`src/logic/lss_pkg.sv`:
```
// Purpose: Constants for the indicator lamp stretcher block
// Assumes: 40 MHz system clock, 32-bit AXI4-Lite register bus
// Notes:   Config registers are one per lamp, one aligned word each
package lss_pkg;
    localparam int          LSS_NUM_LAMPS   = 4;
    localparam int          LSS_NUM_TERMS   = 8;
    // Status term positions inside the enable field
    localparam int          LSS_T_COLL      = 0;
    localparam int          LSS_T_FDLINK    = 1;
    localparam int          LSS_T_HDLINK    = 2;
    localparam int          LSS_T_RXMATCH   = 3;
    localparam int          LSS_T_RXACT     = 4;
    localparam int          LSS_T_WAKE      = 5;
    localparam int          LSS_T_XCVRDIS   = 6;
    localparam int          LSS_T_TXACT     = 7;
    // Config register fields
    localparam int          LSS_F_POL       = 8;
    localparam int          LSS_F_STRETCH   = 9;
    localparam int          LSS_F_STATE     = 10;
    localparam int          LSS_F_COMB      = 11;
    // Register byte offsets
    localparam logic [3:0]  LSS_OFF_LAMP0   = 4'h0;
    localparam logic [3:0]  LSS_OFF_LAMP1   = 4'h4;
    localparam logic [3:0]  LSS_OFF_LAMP2   = 4'h8;
    localparam logic [3:0]  LSS_OFF_LAMP3   = 4'hc;
    // Reset values: open-drain active low, stretch on; link is both duplex terms
    localparam logic [9:0]  LSS_RST_LAMP0   = 10'h206;
    localparam logic [9:0]  LSS_RST_LAMP1   = 10'h210;
    localparam logic [9:0]  LSS_RST_LAMP2   = 10'h200;
    localparam logic [9:0]  LSS_RST_LAMP3   = 10'h280;
    localparam logic [39:0] LSS_RST_ALL     = {LSS_RST_LAMP3, LSS_RST_LAMP2,
                                               LSS_RST_LAMP1, LSS_RST_LAMP0};
    // Tick timing
    localparam longint      LSS_CLK_HZ      = 40000000;
    localparam longint      LSS_TICK_NS     = 26000000;
    localparam longint      LSS_TICK_CYC    = (LSS_TICK_NS * LSS_CLK_HZ) / 1000000000;
    localparam int          LSS_STAGES      = 3;
    localparam logic [1:0]  LSS_RESP_OKAY   = 2'b00;
    localparam logic [1:0]  LSS_RESP_SLVERR = 2'b10;
endpackage

```
`src/logic/lss_top.sv`:
```
// Functional notes
// - Per-lamp choice: open-drain low or push-pull high
// - Reset: link, receive, none, transmit; open-drain, stretched
// - Enable-gate each status term, OR together
// - Optional three-stage stretcher advanced by 26 ms tick
// - Stretcher serial input held at zero
// - Assertion sets all three stages immediately
// - Open-drain lamp driven from inverted stretcher output
// - Lamp holds two to three ticks after event
// - Eight selectable network status terms
//
// Purpose: Four status lamp drivers with pulse stretchers, AXI4-Lite config
// Assumes: Status inputs synchronous to CLK
// Notes:   Register word: [7:0] enables, [8] push-pull, [9] stretch,
//          [10] lamp active (ro), [11] combined (ro)
//
// Added by the designer: the AXI4-Lite interface to the registers and the placing of the registers.
`timescale 1ns/1ps
`default_nettype none
module lss_top #(
    parameter longint TICK_CYC = lss_pkg::LSS_TICK_CYC
) (
    // Clock and reset
    input  wire  logic                                CLK,
    input  wire  logic                                RESET_N,
    // Network status terms
    input  wire  logic [lss_pkg::LSS_NUM_TERMS-1:0]   STATUS_IN,
    // Lamp pins
    output var   logic [lss_pkg::LSS_NUM_LAMPS-1:0]   LAMP_O,
    output var   logic [lss_pkg::LSS_NUM_LAMPS-1:0]   LAMP_OE,
    // AXI4-Lite write address
    input  wire  logic [3:0]                          S_AXI_AWADDR,
    input  wire  logic                                S_AXI_AWVALID,
    output var   logic                                S_AXI_AWREADY,
    // AXI4-Lite write data
    input  wire  logic [31:0]                         S_AXI_WDATA,
    input  wire  logic [3:0]                          S_AXI_WSTRB,
    input  wire  logic                                S_AXI_WVALID,
    output var   logic                                S_AXI_WREADY,
    // AXI4-Lite write response
    output var   logic [1:0]                          S_AXI_BRESP,
    output var   logic                                S_AXI_BVALID,
    input  wire  logic                                S_AXI_BREADY,
    // AXI4-Lite read address
    input  wire  logic [3:0]                          S_AXI_ARADDR,
    input  wire  logic                                S_AXI_ARVALID,
    output var   logic                                S_AXI_ARREADY,
    // AXI4-Lite read data
    output var   logic [31:0]                         S_AXI_RDATA,
    output var   logic [1:0]                          S_AXI_RRESP,
    output var   logic                                S_AXI_RVALID,
    input  wire  logic                                S_AXI_RREADY
);
    import lss_pkg::*;

    localparam int NL = LSS_NUM_LAMPS;

    // Bus state
    logic             aw_q, aw_d, w_q, w_d, bv_q, bv_d, rv_q, rv_d, ar_q, ar_d;
    logic [3:0]       awa_q, awa_d;
    logic [31:0]      wd_q, wd_d, rd_q, rd_d;
    logic [3:0]       ws_q, ws_d;
    logic [1:0]       br_q, br_d, rr_q, rr_d;
    logic             awrdy_q, awrdy_d, wrdy_q, wrdy_d;
    logic [39:0]      cfg_q, cfg_d;
    // Tick divider
    logic [31:0]      div_q, div_d;
    logic             tick;
    // Per-lamp state
    logic [NL-1:0]    comb;
    logic [NL-1:0]    act;
    logic [NL-1:0]    lamp_q, lamp_d, oe_q, oe_d;
    logic [LSS_STAGES-1:0] sr_q [NL];
    logic [LSS_STAGES-1:0] sr_d [NL];

    // Free-running divider; one-cycle tick every TICK_CYC clocks
    always_comb begin
        tick  = (div_q == 32'(TICK_CYC - 1));
        div_d = tick ? 32'h0 : div_q + 32'h1;
    end

    // Per-lamp gating, stretcher and pin drive
    generate
        for (genvar i = 0; i < NL; i++) begin : g_lamp
            logic [9:0] c;
            assign c = cfg_q[i*10 +: 10];
            // Status terms come in synchronous, so set is a clocked load
            assign comb[i] = |(STATUS_IN & c[7:0]);
            always_comb begin
                if (comb[i]) begin
                    sr_d[i] = '1;
                end else if (tick) begin
                    sr_d[i] = {sr_q[i][LSS_STAGES-2:0], 1'b0};
                end else begin
                    sr_d[i] = sr_q[i];
                end
            end
            // With stretch on, lit while a stored one remains in the last stage; with stretch off, follows comb
            assign act[i] = c[LSS_F_STRETCH] ? sr_q[i][LSS_STAGES-1]
                                             : comb[i];
            always_comb begin
                if (c[LSS_F_POL]) begin
                    lamp_d[i] = act[i];
                    oe_d[i]   = 1'b1;
                end else begin
                    lamp_d[i] = 1'b0;
                    oe_d[i]   = act[i];
                end
            end
            always_ff @(posedge CLK) begin
                if (!RESET_N) begin
                    sr_q[i] <= '0;
                end else begin
                    sr_q[i] <= sr_d[i];
                end
            end
        end
    endgenerate

    // AXI4-Lite slave
    always_comb begin
        aw_d  = aw_q;
        awa_d = awa_q;
        w_d   = w_q;
        wd_d  = wd_q;
        ws_d  = ws_q;
        bv_d  = bv_q;
        br_d  = br_q;
        ar_d  = ar_q;
        rv_d  = rv_q;
        rd_d  = rd_q;
        rr_d  = rr_q;
        cfg_d = cfg_q;
        if (S_AXI_AWVALID && !aw_q && !bv_q) begin
            aw_d  = 1'b1;
            awa_d = S_AXI_AWADDR;
        end
        if (S_AXI_WVALID && !w_q && !bv_q) begin
            w_d  = 1'b1;
            wd_d = S_AXI_WDATA;
            ws_d = S_AXI_WSTRB;
        end
        if (aw_q && w_q) begin
            aw_d = 1'b0;
            w_d  = 1'b0;
            bv_d = 1'b1;
            br_d = LSS_RESP_OKAY;
            if (awa_q[1:0] != 2'b00) begin
                br_d = LSS_RESP_SLVERR;
            end else begin
                // Byte 0 holds enables, byte 1 polarity and stretch
                if (ws_q[0]) cfg_d[awa_q[3:2]*10 +: 8] = wd_q[7:0];
                if (ws_q[1]) cfg_d[awa_q[3:2]*10+8 +: 2] = wd_q[9:8];
            end
        end
        if (bv_q && S_AXI_BREADY) begin
            bv_d = 1'b0;
        end
        ar_d = 1'b0;
        if (S_AXI_ARVALID && !ar_q && !rv_q) begin
            ar_d = 1'b1;
            rv_d = 1'b1;
            rd_d = '0;
            rr_d = LSS_RESP_OKAY;
            if (S_AXI_ARADDR[1:0] != 2'b00) begin
                rr_d = LSS_RESP_SLVERR;
            end else begin
                rd_d[9:0]         = cfg_q[S_AXI_ARADDR[3:2]*10 +: 10];
                rd_d[LSS_F_STATE] = act[S_AXI_ARADDR[3:2]];
                rd_d[LSS_F_COMB]  = comb[S_AXI_ARADDR[3:2]];
            end
        end
        if (rv_q && S_AXI_RREADY) begin
            rv_d = 1'b0;
        end
        // Readies registered from next state, so they match the accept terms
        awrdy_d = !aw_d && !bv_d;
        wrdy_d  = !w_d && !bv_d;
    end

    always_ff @(posedge CLK) begin
        if (!RESET_N) begin
            aw_q   <= 1'b0;
            awa_q  <= '0;
            w_q    <= 1'b0;
            wd_q   <= '0;
            ws_q   <= '0;
            bv_q   <= 1'b0;
            br_q   <= LSS_RESP_OKAY;
            ar_q   <= 1'b0;
            rv_q   <= 1'b0;
            rd_q   <= '0;
            rr_q   <= LSS_RESP_OKAY;
            cfg_q  <= LSS_RST_ALL;
            div_q  <= '0;
            lamp_q <= '0;
            oe_q   <= '0;
            awrdy_q <= 1'b1;
            wrdy_q <= 1'b1;
        end else begin
            aw_q   <= aw_d;
            awa_q  <= awa_d;
            w_q    <= w_d;
            wd_q   <= wd_d;
            ws_q   <= ws_d;
            bv_q   <= bv_d;
            br_q   <= br_d;
            ar_q   <= ar_d;
            rv_q   <= rv_d;
            rd_q   <= rd_d;
            rr_q   <= rr_d;
            cfg_q  <= cfg_d;
            div_q  <= div_d;
            lamp_q <= lamp_d;
            oe_q   <= oe_d;
            awrdy_q <= awrdy_d;
            wrdy_q <= wrdy_d;
        end
    end

    // Outputs straight from flops; the read ready pulse is a registered accept
    assign LAMP_O        = lamp_q;
    assign LAMP_OE       = oe_q;
    assign S_AXI_AWREADY = awrdy_q;
    assign S_AXI_WREADY  = wrdy_q;
    assign S_AXI_BVALID  = bv_q;
    assign S_AXI_BRESP   = br_q;
    assign S_AXI_ARREADY = ar_q;
    assign S_AXI_RVALID  = rv_q;
    assign S_AXI_RDATA   = rd_q;
    assign S_AXI_RRESP   = rr_q;
endmodule
`default_nettype wire

```
`config.mk`:
```
export PLATFORM = sky130hd
export DESIGN_NAME = lss_top
export DESIGN_NICKNAME = d
export VERILOG_FILES = /design/src/logic/lss_pkg.sv /design/src/logic/lss_top.sv
export SDC_FILE = /design/constraint.sdc
export NUM_CORES = 1
export LEC_CHECK = 0
export BUFFER_PORTS_ARGS = -buffer_cell sky130_fd_sc_hd__buf_4
export CORE_MARGIN = 4
export CORE_UTILIZATION = 30
export DETAILED_ROUTE_END_ITERATION = 6
export SKIP_LAST_GASP = 1
export SLEW_MARGIN = 25
export SYNTH_ARGS = -nofsm -noshare
export SYNTH_HDL_FRONTEND = slang
export SYNTH_SLANG_ARGS = --single-unit
```
`constraint.sdc`:
```
create_clock -name CLK -period 4.3 [get_ports CLK]
set_input_delay 0.43 -clock CLK [delete_from_list [all_inputs] [get_ports CLK]]
set_output_delay 0.43 -clock CLK [all_outputs]
set_load 0.01 [all_outputs]
```
==> impl_metrics.ini, run 1 <==
[global_route]
grt.overflow.total = 0
grt_max_degree = 32
grt_pass1_vias = 5374
groute.usage.overall = 0.156
grt_pass1_wl_mm = 30.0
antenna_found_initial = 0

[worst_setup_path]
crit_required_ns = 4.59
critPathMaxFanout = 24
cp-end-kind = register
crit_path_start_kind = register
cp.arrival_ns = 3.85
criticalPathCategory = register to register

[sta]
tightest_slew_ns = 0.977
tns_ns = 0
fin_worst_skew_ns = 0.0105
slew_viol_final = 0
fin_ws_ns = 0.738
fin_crit_ns = 3.56
hold_viol_final = 0
setup_viol = 0
fmax_ghz = 0.281
hold_ws_ns = 0.224
rsz0062_at_grt = false
final.period_utilization = 0.828
relSlewSlack = 0.349

[status]
outcome = completed

[clocking]
clk_path_buf_depth = 2
root_buffer = clkbuf_16
insertion_delay_ns = 0.44
htreeDepth = 4
cts.reportedPaths.clkPinSlew_ns = 0.06
cts_tree = done
numCtsBuffers = 17
hold_buffers = 0
cts_resized = 0
post_cts_buffers = 0
clock-sinks = 129

[drt]
drtIter0Drc = 642
vias = 5928
antenna_left = 0
avgViaCountPerCell = 5.28
firstDrtPassIters = 5
drc_errors = 0
wl_per_cell_um = 16.7
wl_mm = 18.8

[pwr]
power_leakage_nw = 2.77
power_mw = 2.95
ir_drop_v = 0.000266
power_density_nw_per_um2 = 381

[synth]
syn_area_um2 = 6590
ys.warnings.count = 0
synth_ff_type = dfxtp_1
ys_seq_elements = 129
synthCells = 796
synthDistinctLibCells = 61
syn_avg_cell_area_um2 = 8.27
async_reset_ff_frac = 0
synth-seq-area-share = 0.392
synth_edf_count = 0

[floorplan]
chipHeight_um = 156
die-area_um2 = 24400
die_w_um = 156
ioPinCount = 108
core_um2 = 21300
start_util = 0.309
rows = 53

[placement]
gp_congestion = 0.946
placedCellCount = 1091
place_area_um2 = 7150
post-place-ws_ns = 0.840
port_buffers = 61
dp_hpwl_mm = 13.9

[finish]
nFillCells = 2147
final_area_um2 = 7730
fin_util = 0.363
fin_nets = 903
area_growth_syn_to_layout_pct = 17.4
layout_commonest_cell = dfxtp_1
drive_gt1_frac = 0.157
layout_common_cells = 129 x dfxtp_1, 109 x nand2_1, 87 x nor2_1
diodes = 0
fin_cells = 1123

[worst_hold_path]
hold_path_class = input pin to register

[flow_run]
maxCapViolCount = 0
[per-layer routing]
layer	share of wire	vias to the layer above	global-route usage
met3	0.086	34	0.0458
met5	0	-	0
met2	0.43	248	0.229
li1	-	2893	-
met1	0.46	2753	0.220
met4	0.021	0	0.0475
[final cells by class]
type / count / area [µm²] / area share
Clock inverter: 15 / 156 / 0.0202
Multi-Input combinational cell: 601 / 3640 / 0.471
Timing Repair Buffer: 68 / 510 / 0.0661
Tap cell: 275 / 344 / 0.0445
Clock buffer: 17 / 425 / 0.0550
Sequential cell: 129 / 2580 / 0.334
Inverter: 18 / 67.6 / 0.00874
[where the power goes]
part	internal, mW	switching [mW]
Clock	0.775	0.642
Combinational	0.100	0.175
Sequential	1.22	0.0304
Total	2.10	0.847
[synth_stat cells (3+ instances only)]
| cell | number | share of area |
|---|---|---|
| a21oi_1 | 53 | 0.040 |
| a22oi_1 | 34 | 0.039 |
| a31oi_1 | 10 | 0.0095 |
| and2_1 | 9 | 0.0085 |
| and3_1 | 14 | 0.013 |
| and4_1 | 10 | 0.013 |
| buf_1 | 6 | 0.0034 |
| buf_2 | 14 | 0.011 |
| buf_4 | 25 | 0.029 |
| clkbuf_1 | 23 | 0.013 |
| dfxtp_1 | 129 | 0.39 |
| ha_1 | 9 | 0.017 |
| inv_1 | 17 | 0.0097 |
| mux2_2 | 8 | 0.014 |
| mux2i_1 | 9 | 0.014 |
| mux4_2 | 13 | 0.044 |
| nand2_1 | 109 | 0.062 |
| nand2b_1 | 4 | 0.0038 |
| nand3_1 | 36 | 0.027 |
| nand4_1 | 7 | 0.0066 |
| nor2_1 | 87 | 0.050 |
| nor2b_1 | 7 | 0.0066 |
| nor3_1 | 24 | 0.018 |
| nor3b_1 | 4 | 0.0046 |
| nor4_1 | 13 | 0.012 |
| nor4b_1 | 3 | 0.0040 |
| o211ai_1 | 7 | 0.0080 |
| o21ai_0 | 26 | 0.020 |
| o21ai_1 | 3 | 0.0023 |
| o22ai_1 | 4 | 0.0038 |
| o31ai_1 | 7 | 0.0080 |
| or3_1 | 4 | 0.0038 |
| or3b_2 | 3 | 0.0040 |
| xnor2_1 | 21 | 0.028 |
| xor2_1 | 8 | 0.011 |
[worst paths after layout]
check | from | endpoint | slack (ns) | depth (start not counted)
worst max-delay path | awa_q[2]$_SDFFE_PN0P_ | cfg_q[19]$_SDFFE_PN1P_ | 0.74 | 7
worst min-delay path | S_AXI_AWADDR[3] | awa_q[3]$_SDFFE_PN0P_ | 0.22 | 3
worst max register to register | awa_q[2]$_SDFFE_PN0P_ | cfg_q[19]$_SDFFE_PN1P_ | 0.74 | 7
worst min register to register | sr_q[1][0]$_SDFFE_PN0P_ | sr_q[1][0]$_SDFFE_PN0P_ | 0.45 | 2
[critical path, stage by stage (launching register included)]
cell and delay [ns]:
dfxtp_1 0.84, inv_1 0.37, ha_1 0.74, mux2_2 0.41
a22oi_1 0.39, nor2_1 0.19, a31oi_1 0.32, o221ai_1 0.16
[flip-flops by register name, summed over array words and instances (netlist names), named ones only]
signal and cells:
aw_q 1, S_AXI_RDATA 12, LAMP_OE 4, ws_q 2, S_AXI_WREADY 1, awa_q 4
LAMP_O 4, div_q 32, S_AXI_RRESP 1, S_AXI_AWREADY 1, S_AXI_BVALID 1, S_AXI_BRESP 1
S_AXI_ARREADY 1, wd_q 10, w_q 1, cfg_q 38, sr_q 12, S_AXI_RVALID 1
[cells by family (layout without fill, tap and decap cells)]
group,after synthesis,in the layout,synth area share
simple gates,346,346,0.254
other cells,1,22,0.000569
flops,129,129,0.392
compound gates,165,165,0.158
fa+ha+maj,9,9,0.0171
buf+inv,87,118,0.0676
xor+xnor,29,29,0.0386
mux,30,30,0.0718
Note: power is estimated with default switching activity, not from simulation.
==> run 2, diff against run 1 <==
--- a/config.mk
+++ b/config.mk
@@ -5,6 +5,7 @@
 export SDC_FILE = /design/constraint.sdc
 export NUM_CORES = 1
 export LEC_CHECK = 0
+export ABC_AREA = 1
 export BUFFER_PORTS_ARGS = -buffer_cell sky130_fd_sc_hd__buf_4
 export CORE_MARGIN = 4
 export CORE_UTILIZATION = 30
==> constraint.sdc (replaced) <==
create_clock -name CLK -period 3.7 [get_ports CLK]
set_input_delay 0.37 -clock CLK [delete_from_list [all_inputs] [get_ports CLK]]
set_output_delay 0.37 -clock CLK [all_outputs]
set_load 0.01 [all_outputs]
==> impl_metrics.ini, run 2 <==
[status]
outcome = completed

[floorplan]
ioPinCount = 108
rows = 56
start_util = 0.305
chipHeight_um = 162
die_w_um = 162
die-area_um2 = 26400
core_um2 = 23500

[synth]
syn_avg_cell_area_um2 = 6.65
ys.warnings.count = 0
syn_area_um2 = 7150
synthCells = 1075
netlist.area_leader.share = 0.361
synth_commonest_cells = 272 x nand2_1, 129 x dfxtp_1, 111 x nor2_1
synth_edf_count = 0
async_reset_ff_frac = 0
ys_seq_elements = 129
synthDistinctLibCells = 53
synth_ff_type = dfxtp_1
synth_area_leaders = dfxtp_1 36%, nand2_1 14%, a21oi_1 6.6%
yosysTopAreaCell = dfxtp_1
synth-seq-area-share = 0.361
synthMostInstantiatedCell = nand2_1

[pwr]
ir_drop_v = 0.000268
power_leakage_nw = 3.48
power_mw = 3.71
power_density_nw_per_um2 = 443

[global_route]
grt.overflow.total = 0
grt_pass1_wl_mm = 34.9
groute.usage.overall = 0.168
grt_pass1_vias = 6648
grt_max_degree = 46
antenna_found_initial = 0

[clocking]
root_buffer = clkbuf_16
hold_buffers = 0
clock-sinks = 129
cts_tree = done
htreeDepth = 4
cts.reportedPaths.clkPinSlew_ns = 0.06
insertion_delay_ns = 0.42
cts_resized = 0
numCtsBuffers = 17
clk_path_buf_depth = 2
post_cts_buffers = 0

[drt]
wl_mm = 21.7
avgViaCountPerCell = 4.88
drc_errors = 0
firstDrtPassIters = 5
antenna_left = 0
drtIter0Drc = 596
wl_per_cell_um = 14.9
vias = 7111

[placement]
gp_congestion = 0.916
placedCellCount = 1424
port_buffers = 61
place_area_um2 = 7760
dp_hpwl_mm = 16.3

[finish]
fin_nets = 1192
fin_cells = 1456
area_growth_syn_to_layout_pct = 17.1
layout_common_cells = 272 x nand2_1, 129 x dfxtp_1, 111 x nor2_1
fin_util = 0.357
drive_gt1_frac = 0.119
final_area_um2 = 8380
top_regs = cfg_q (38), div_q (32)
largest_register_ffs = 38
regMostFlops = cfg_q
diodes = 0
layout_commonest_cell = nand2_1

[worst_setup_path]
critPathMaxFanout = 23
crit_required_ns = 3.98
cp.arrival_ns = 2.82
cp-end-kind = register
criticalPathCategory = register to register
crit_path_start_kind = register

[sta]
fin_crit_ns = 2.54
tns_ns = 0
tightest_slew_ns = 0.681
slew_viol_final = 0
final.period_utilization = 0.686
fmax_ghz = 0.394
setup_viol = 0
rsz0062_at_grt = false
hold_viol_final = 0
relSlewSlack = 0.542
fin_worst_skew_ns = 0.00734

[worst_hold_path]
hold_path_class = input pin to register

[flow_run]
maxCapViolCount = 0
## run 2: cell count changes after synthesis, moves of 12 or more
cell / before / now
a21oi_1: 53 / 94
a22oi_1: 34 / 1
and3_1: 14 / 2
inv_1: 17 / 108
mux4_2: 13 / 0
nand2_1: 109 / 272
nand3_1: 36 / 62
nor2_1: 87 / 111
o21ai_0: 26 / 91
xnor2_1: 21 / 1
## run 2: cells by family after synthesis
| kind of cell | count (synthesis) | synth area share |
|---|---|---|
| simple gates | 526 | 0.326 |
| compound gates | 229 | 0.173 |
| buf+inv | 172 | 0.112 |
| flops | 129 | 0.361 |
| xor+xnor | 9 | 0.0110 |
| fa+ha+maj | 9 | 0.0157 |
| other cells | 1 | 0.000524 |
## run 2: routing by layer
metal	vias up	GRT usage	wire length (µm)
met5	-	0	0
met4	0	0.0719	744
met3	50	0.0321	1070
met2	237	0.257	9500
met1	3236	0.231	10400
li1	3588	-	-
## run 2: stage by stage
stage / setup slack, ns / hold slack, ns
final: 1.16 / 0.139
after global routing: 0.909 / 0.116
after CTS: 1.21 / 0.123
after detailed placement: 1.21 / 0.443
after global placement: 1.25 / 0.434
after floorplan: 1.84 / 0.418
## run 2: final timing paths
| path | startpoint | to | slack (ns) | depth (start not counted) |
|---|---|---|---|---|
| worst max-delay path | awa_q[2]$_SDFFE_PN0P_ | cfg_q[11]$_SDFFE_PN0P_ | 1.16 | 9 |
| worst min-delay path | S_AXI_RREADY | S_AXI_RVALID$_SDFFE_PP0P_ | 0.14 | 2 |
| worst max register to register | awa_q[2]$_SDFFE_PN0P_ | cfg_q[11]$_SDFFE_PN0P_ | 1.16 | 9 |
| worst min register to register | div_q[0]$_SDFF_PP0_ | div_q[0]$_SDFF_PP0_ | 0.45 | 1 |
## run 2: final cells by class
class,instances,area (µm²)
fillers,2511,15100
multi-input cells,795,3850
flip-flops and latches,129,2580
repair buffers,67,503
clock buffers,18,439
inverters,114,428
well taps,319,399
clock inverters,14,179
## run 2: worst max-delay path: stages (launching register included)
cell      delay, ns
dfxtp_1        0.29
buf_4          0.19
inv_2          0.18
ha_1           0.38
inv_1          0.27
nand3_1        0.18
o21ai_1        0.13
nand2_1        0.16
a21boi_0       0.47
o22ai_1        0.12
## run 2: report_power, final
part           total, mW  internal [mW]  leakage, nW  switching (mW)
Sequential          1.47           1.44         1.05          0.0318
Combinational      0.468          0.139         2.13           0.329
Clock               1.78           1.09        0.300           0.687
Total               3.71           2.66         3.48            1.05
==> run 3, diff against run 2 <==
==> constraint.sdc (replaced) <==
create_clock -name CLK -period 2.52 [get_ports CLK]
set_input_delay 0.252 -clock CLK [delete_from_list [all_inputs] [get_ports CLK]]
set_output_delay 0.252 -clock CLK [all_outputs]
set_load 0.01 [all_outputs]
==> impl_metrics.ini, run 3 (synthesized netlist as in run 2, its figures left out) <==
[status]
outcome = completed

[finish]
fin_nets = 1201
layout_common_cells = 272 x nand2_1, 129 x dfxtp_1, 111 x nor2_1
layout_commonest_cell = nand2_1
nFillCells = 2592
top_regs = cfg_q (38), div_q (32)
area_growth_syn_to_layout_pct = 17.7
diodes = 0
drive_gt1_frac = 0.126
regMostFlops = cfg_q
largest_register_ffs = 38
fin_util = 0.358

[placement]
port_buffers = 61
post-place-ws_ns = 0.247
gp_congestion = 0.955
dp_hpwl_mm = 17.0

[sta]
tightest_slew_ns = 1.01
slew_viol_final = 0
fin_worst_skew_ns = 0.00857
setup_viol = 0
relSlewSlack = 0.322
fin_crit_ns = 2.31
hold_viol_final = 0
hold_ws_ns = 0.0293
fmax_ghz = 0.433
rsz0062_at_grt = false
final.period_utilization = 0.917
tns_ns = 0
fin_ws_ns = 0.209

[worst_setup_path]
critical-path-top-delay-family = compound AO/OA/AOI/OAI gates
cp_common_cell = o21ai_0
slowest_stage = dfxtp_1
crit_required_ns = 2.83
worstPathCellList = inv_2, ha_1, inv_1, o21ai_0, o21ai_0, o211ai_1
critPathMaxFanout = 14
cp_slowest_stage_delay_ns = 0.45
cp.buffers_inverters = 2
criticalPathCategory = register to register
cp.arrival_ns = 2.62
cp-end-kind = register
crit_path_start_kind = register

[clocking]
numCtsBuffers = 17
cts_tree = done
clock-sinks = 129
root_buffer = clkbuf_16
htreeDepth = 4
post_cts_buffers = 0
insertion_delay_ns = 0.43
clk_path_buf_depth = 2
cts.reportedPaths.clkPinSlew_ns = 0.06

[floorplan]
die-area_um2 = 26400
die_w_um = 162
core_um2 = 23500
chipHeight_um = 162
rows = 56
ioPinCount = 108
start_util = 0.305

[global_route]
grt_pass1_wl_mm = 35.2
grt_max_degree = 46
groute.usage.overall = 0.169
grt.overflow.total = 0
grt_pass1_vias = 6612
antenna_found_initial = 0

[drt]
avgViaCountPerCell = 4.85
drtIter0Drc = 625
drc_errors = 0
antenna_left = 0
wl_mm = 22.2
vias = 7110
firstDrtPassIters = 5
wl_per_cell_um = 15.1

[pwr]
ir_drop_v = 0.000442
clkPwrFrac = 0.463
internal-power_mw = 3.75
p_sw_mw = 1.60
p_seq_frac = 0.404
power_leakage_nw = 3.51
pwr-share-comb = 0.133
power_density_nw_per_um2 = 636
p_sw_frac = 0.300

[flow_run]
maxCapViolCount = 0

[worst_hold_path]
hold_path_class = input pin to register
[run 3: cell count changes in the layout (fill, tap and decap cells not counted), sizes merged]
| cell | delta |
|---|---|
| bufinv | -2 |
| dlygate4sd3 | +1 |
| inv | +2 |
| buf | +8 |
[run 3: timing repair]
item                                    CTS  global route
endpoints found under the hold margin     1             0
hold buffers                              1             0
gates resized for setup                   0             1
endpoints found under the setup margin    0             1
[run 3: path summary, 6_finish.rpt]
kind / start / to / slack (ns) / cells after the start
worst max-delay path: awa_q[2]$_SDFFE_PN0P_ / cfg_q[14]$_SDFFE_PN1P_ / 0.21 / 6
worst min-delay path: S_AXI_BREADY / S_AXI_BVALID$_SDFF_PN0_ / 0.03 / 2
worst min register to register: S_AXI_RRESP[1]$_SDFFE_PN0P_ / S_AXI_RRESP[1]$_SDFFE_PN0P_ / 0.46 / 2
worst max register to register: awa_q[2]$_SDFFE_PN0P_ / cfg_q[14]$_SDFFE_PN1P_ / 0.21 / 6
[run 3: stage by stage]
| stage | instances | instance area (µm²) | total power [mW] |
|---|---|---|---|
| finish | 1465 | 8410 | 5.35 |
| global route | 1465 | 8410 | 5.58 |
| CTS | 1465 | 8410 | 5.39 |
| detailed placement | 1432 | 7820 | 2.91 |
| global placement | 1432 | 7820 | 2.90 |
| floorplan | 1096 | 7230 | 2.68 |
[run 3: power by group through the flow]
stage                     Combinational, mW  Clock (mW)  Sequential (mW)
after floorplan                       0.485           0             2.20
after global placement                0.700           0             2.20
after detailed placement              0.704           0             2.20
after CTS                             0.708        2.52             2.16
after global routing                  0.798        2.61             2.17
final                                 0.713        2.48             2.16
[run 3: final cells by class]
type / count / area [µm²] / area share
flip-flops and latches: 129 / 2580 / 0.307
inverters: 114 / 428 / 0.0509
multi-input cells: 795 / 3850 / 0.457
clock buffers: 18 / 439 / 0.0522
clock inverters: 14 / 144 / 0.0171
repair buffers: 76 / 573 / 0.0681
well taps: 319 / 399 / 0.0474
[run 3: metal layers]
| layer | vias up | track usage | wire, µm |
|---|---|---|---|
| li1 | 3613 | - | - |
| met1 | 3227 | 0.228 | 10300 |
| met2 | 233 | 0.265 | 9890 |
| met3 | 37 | 0.0370 | 1380 |
| met4 | 0 | 0.0634 | 583 |
| met5 | - | 0 | 0 |
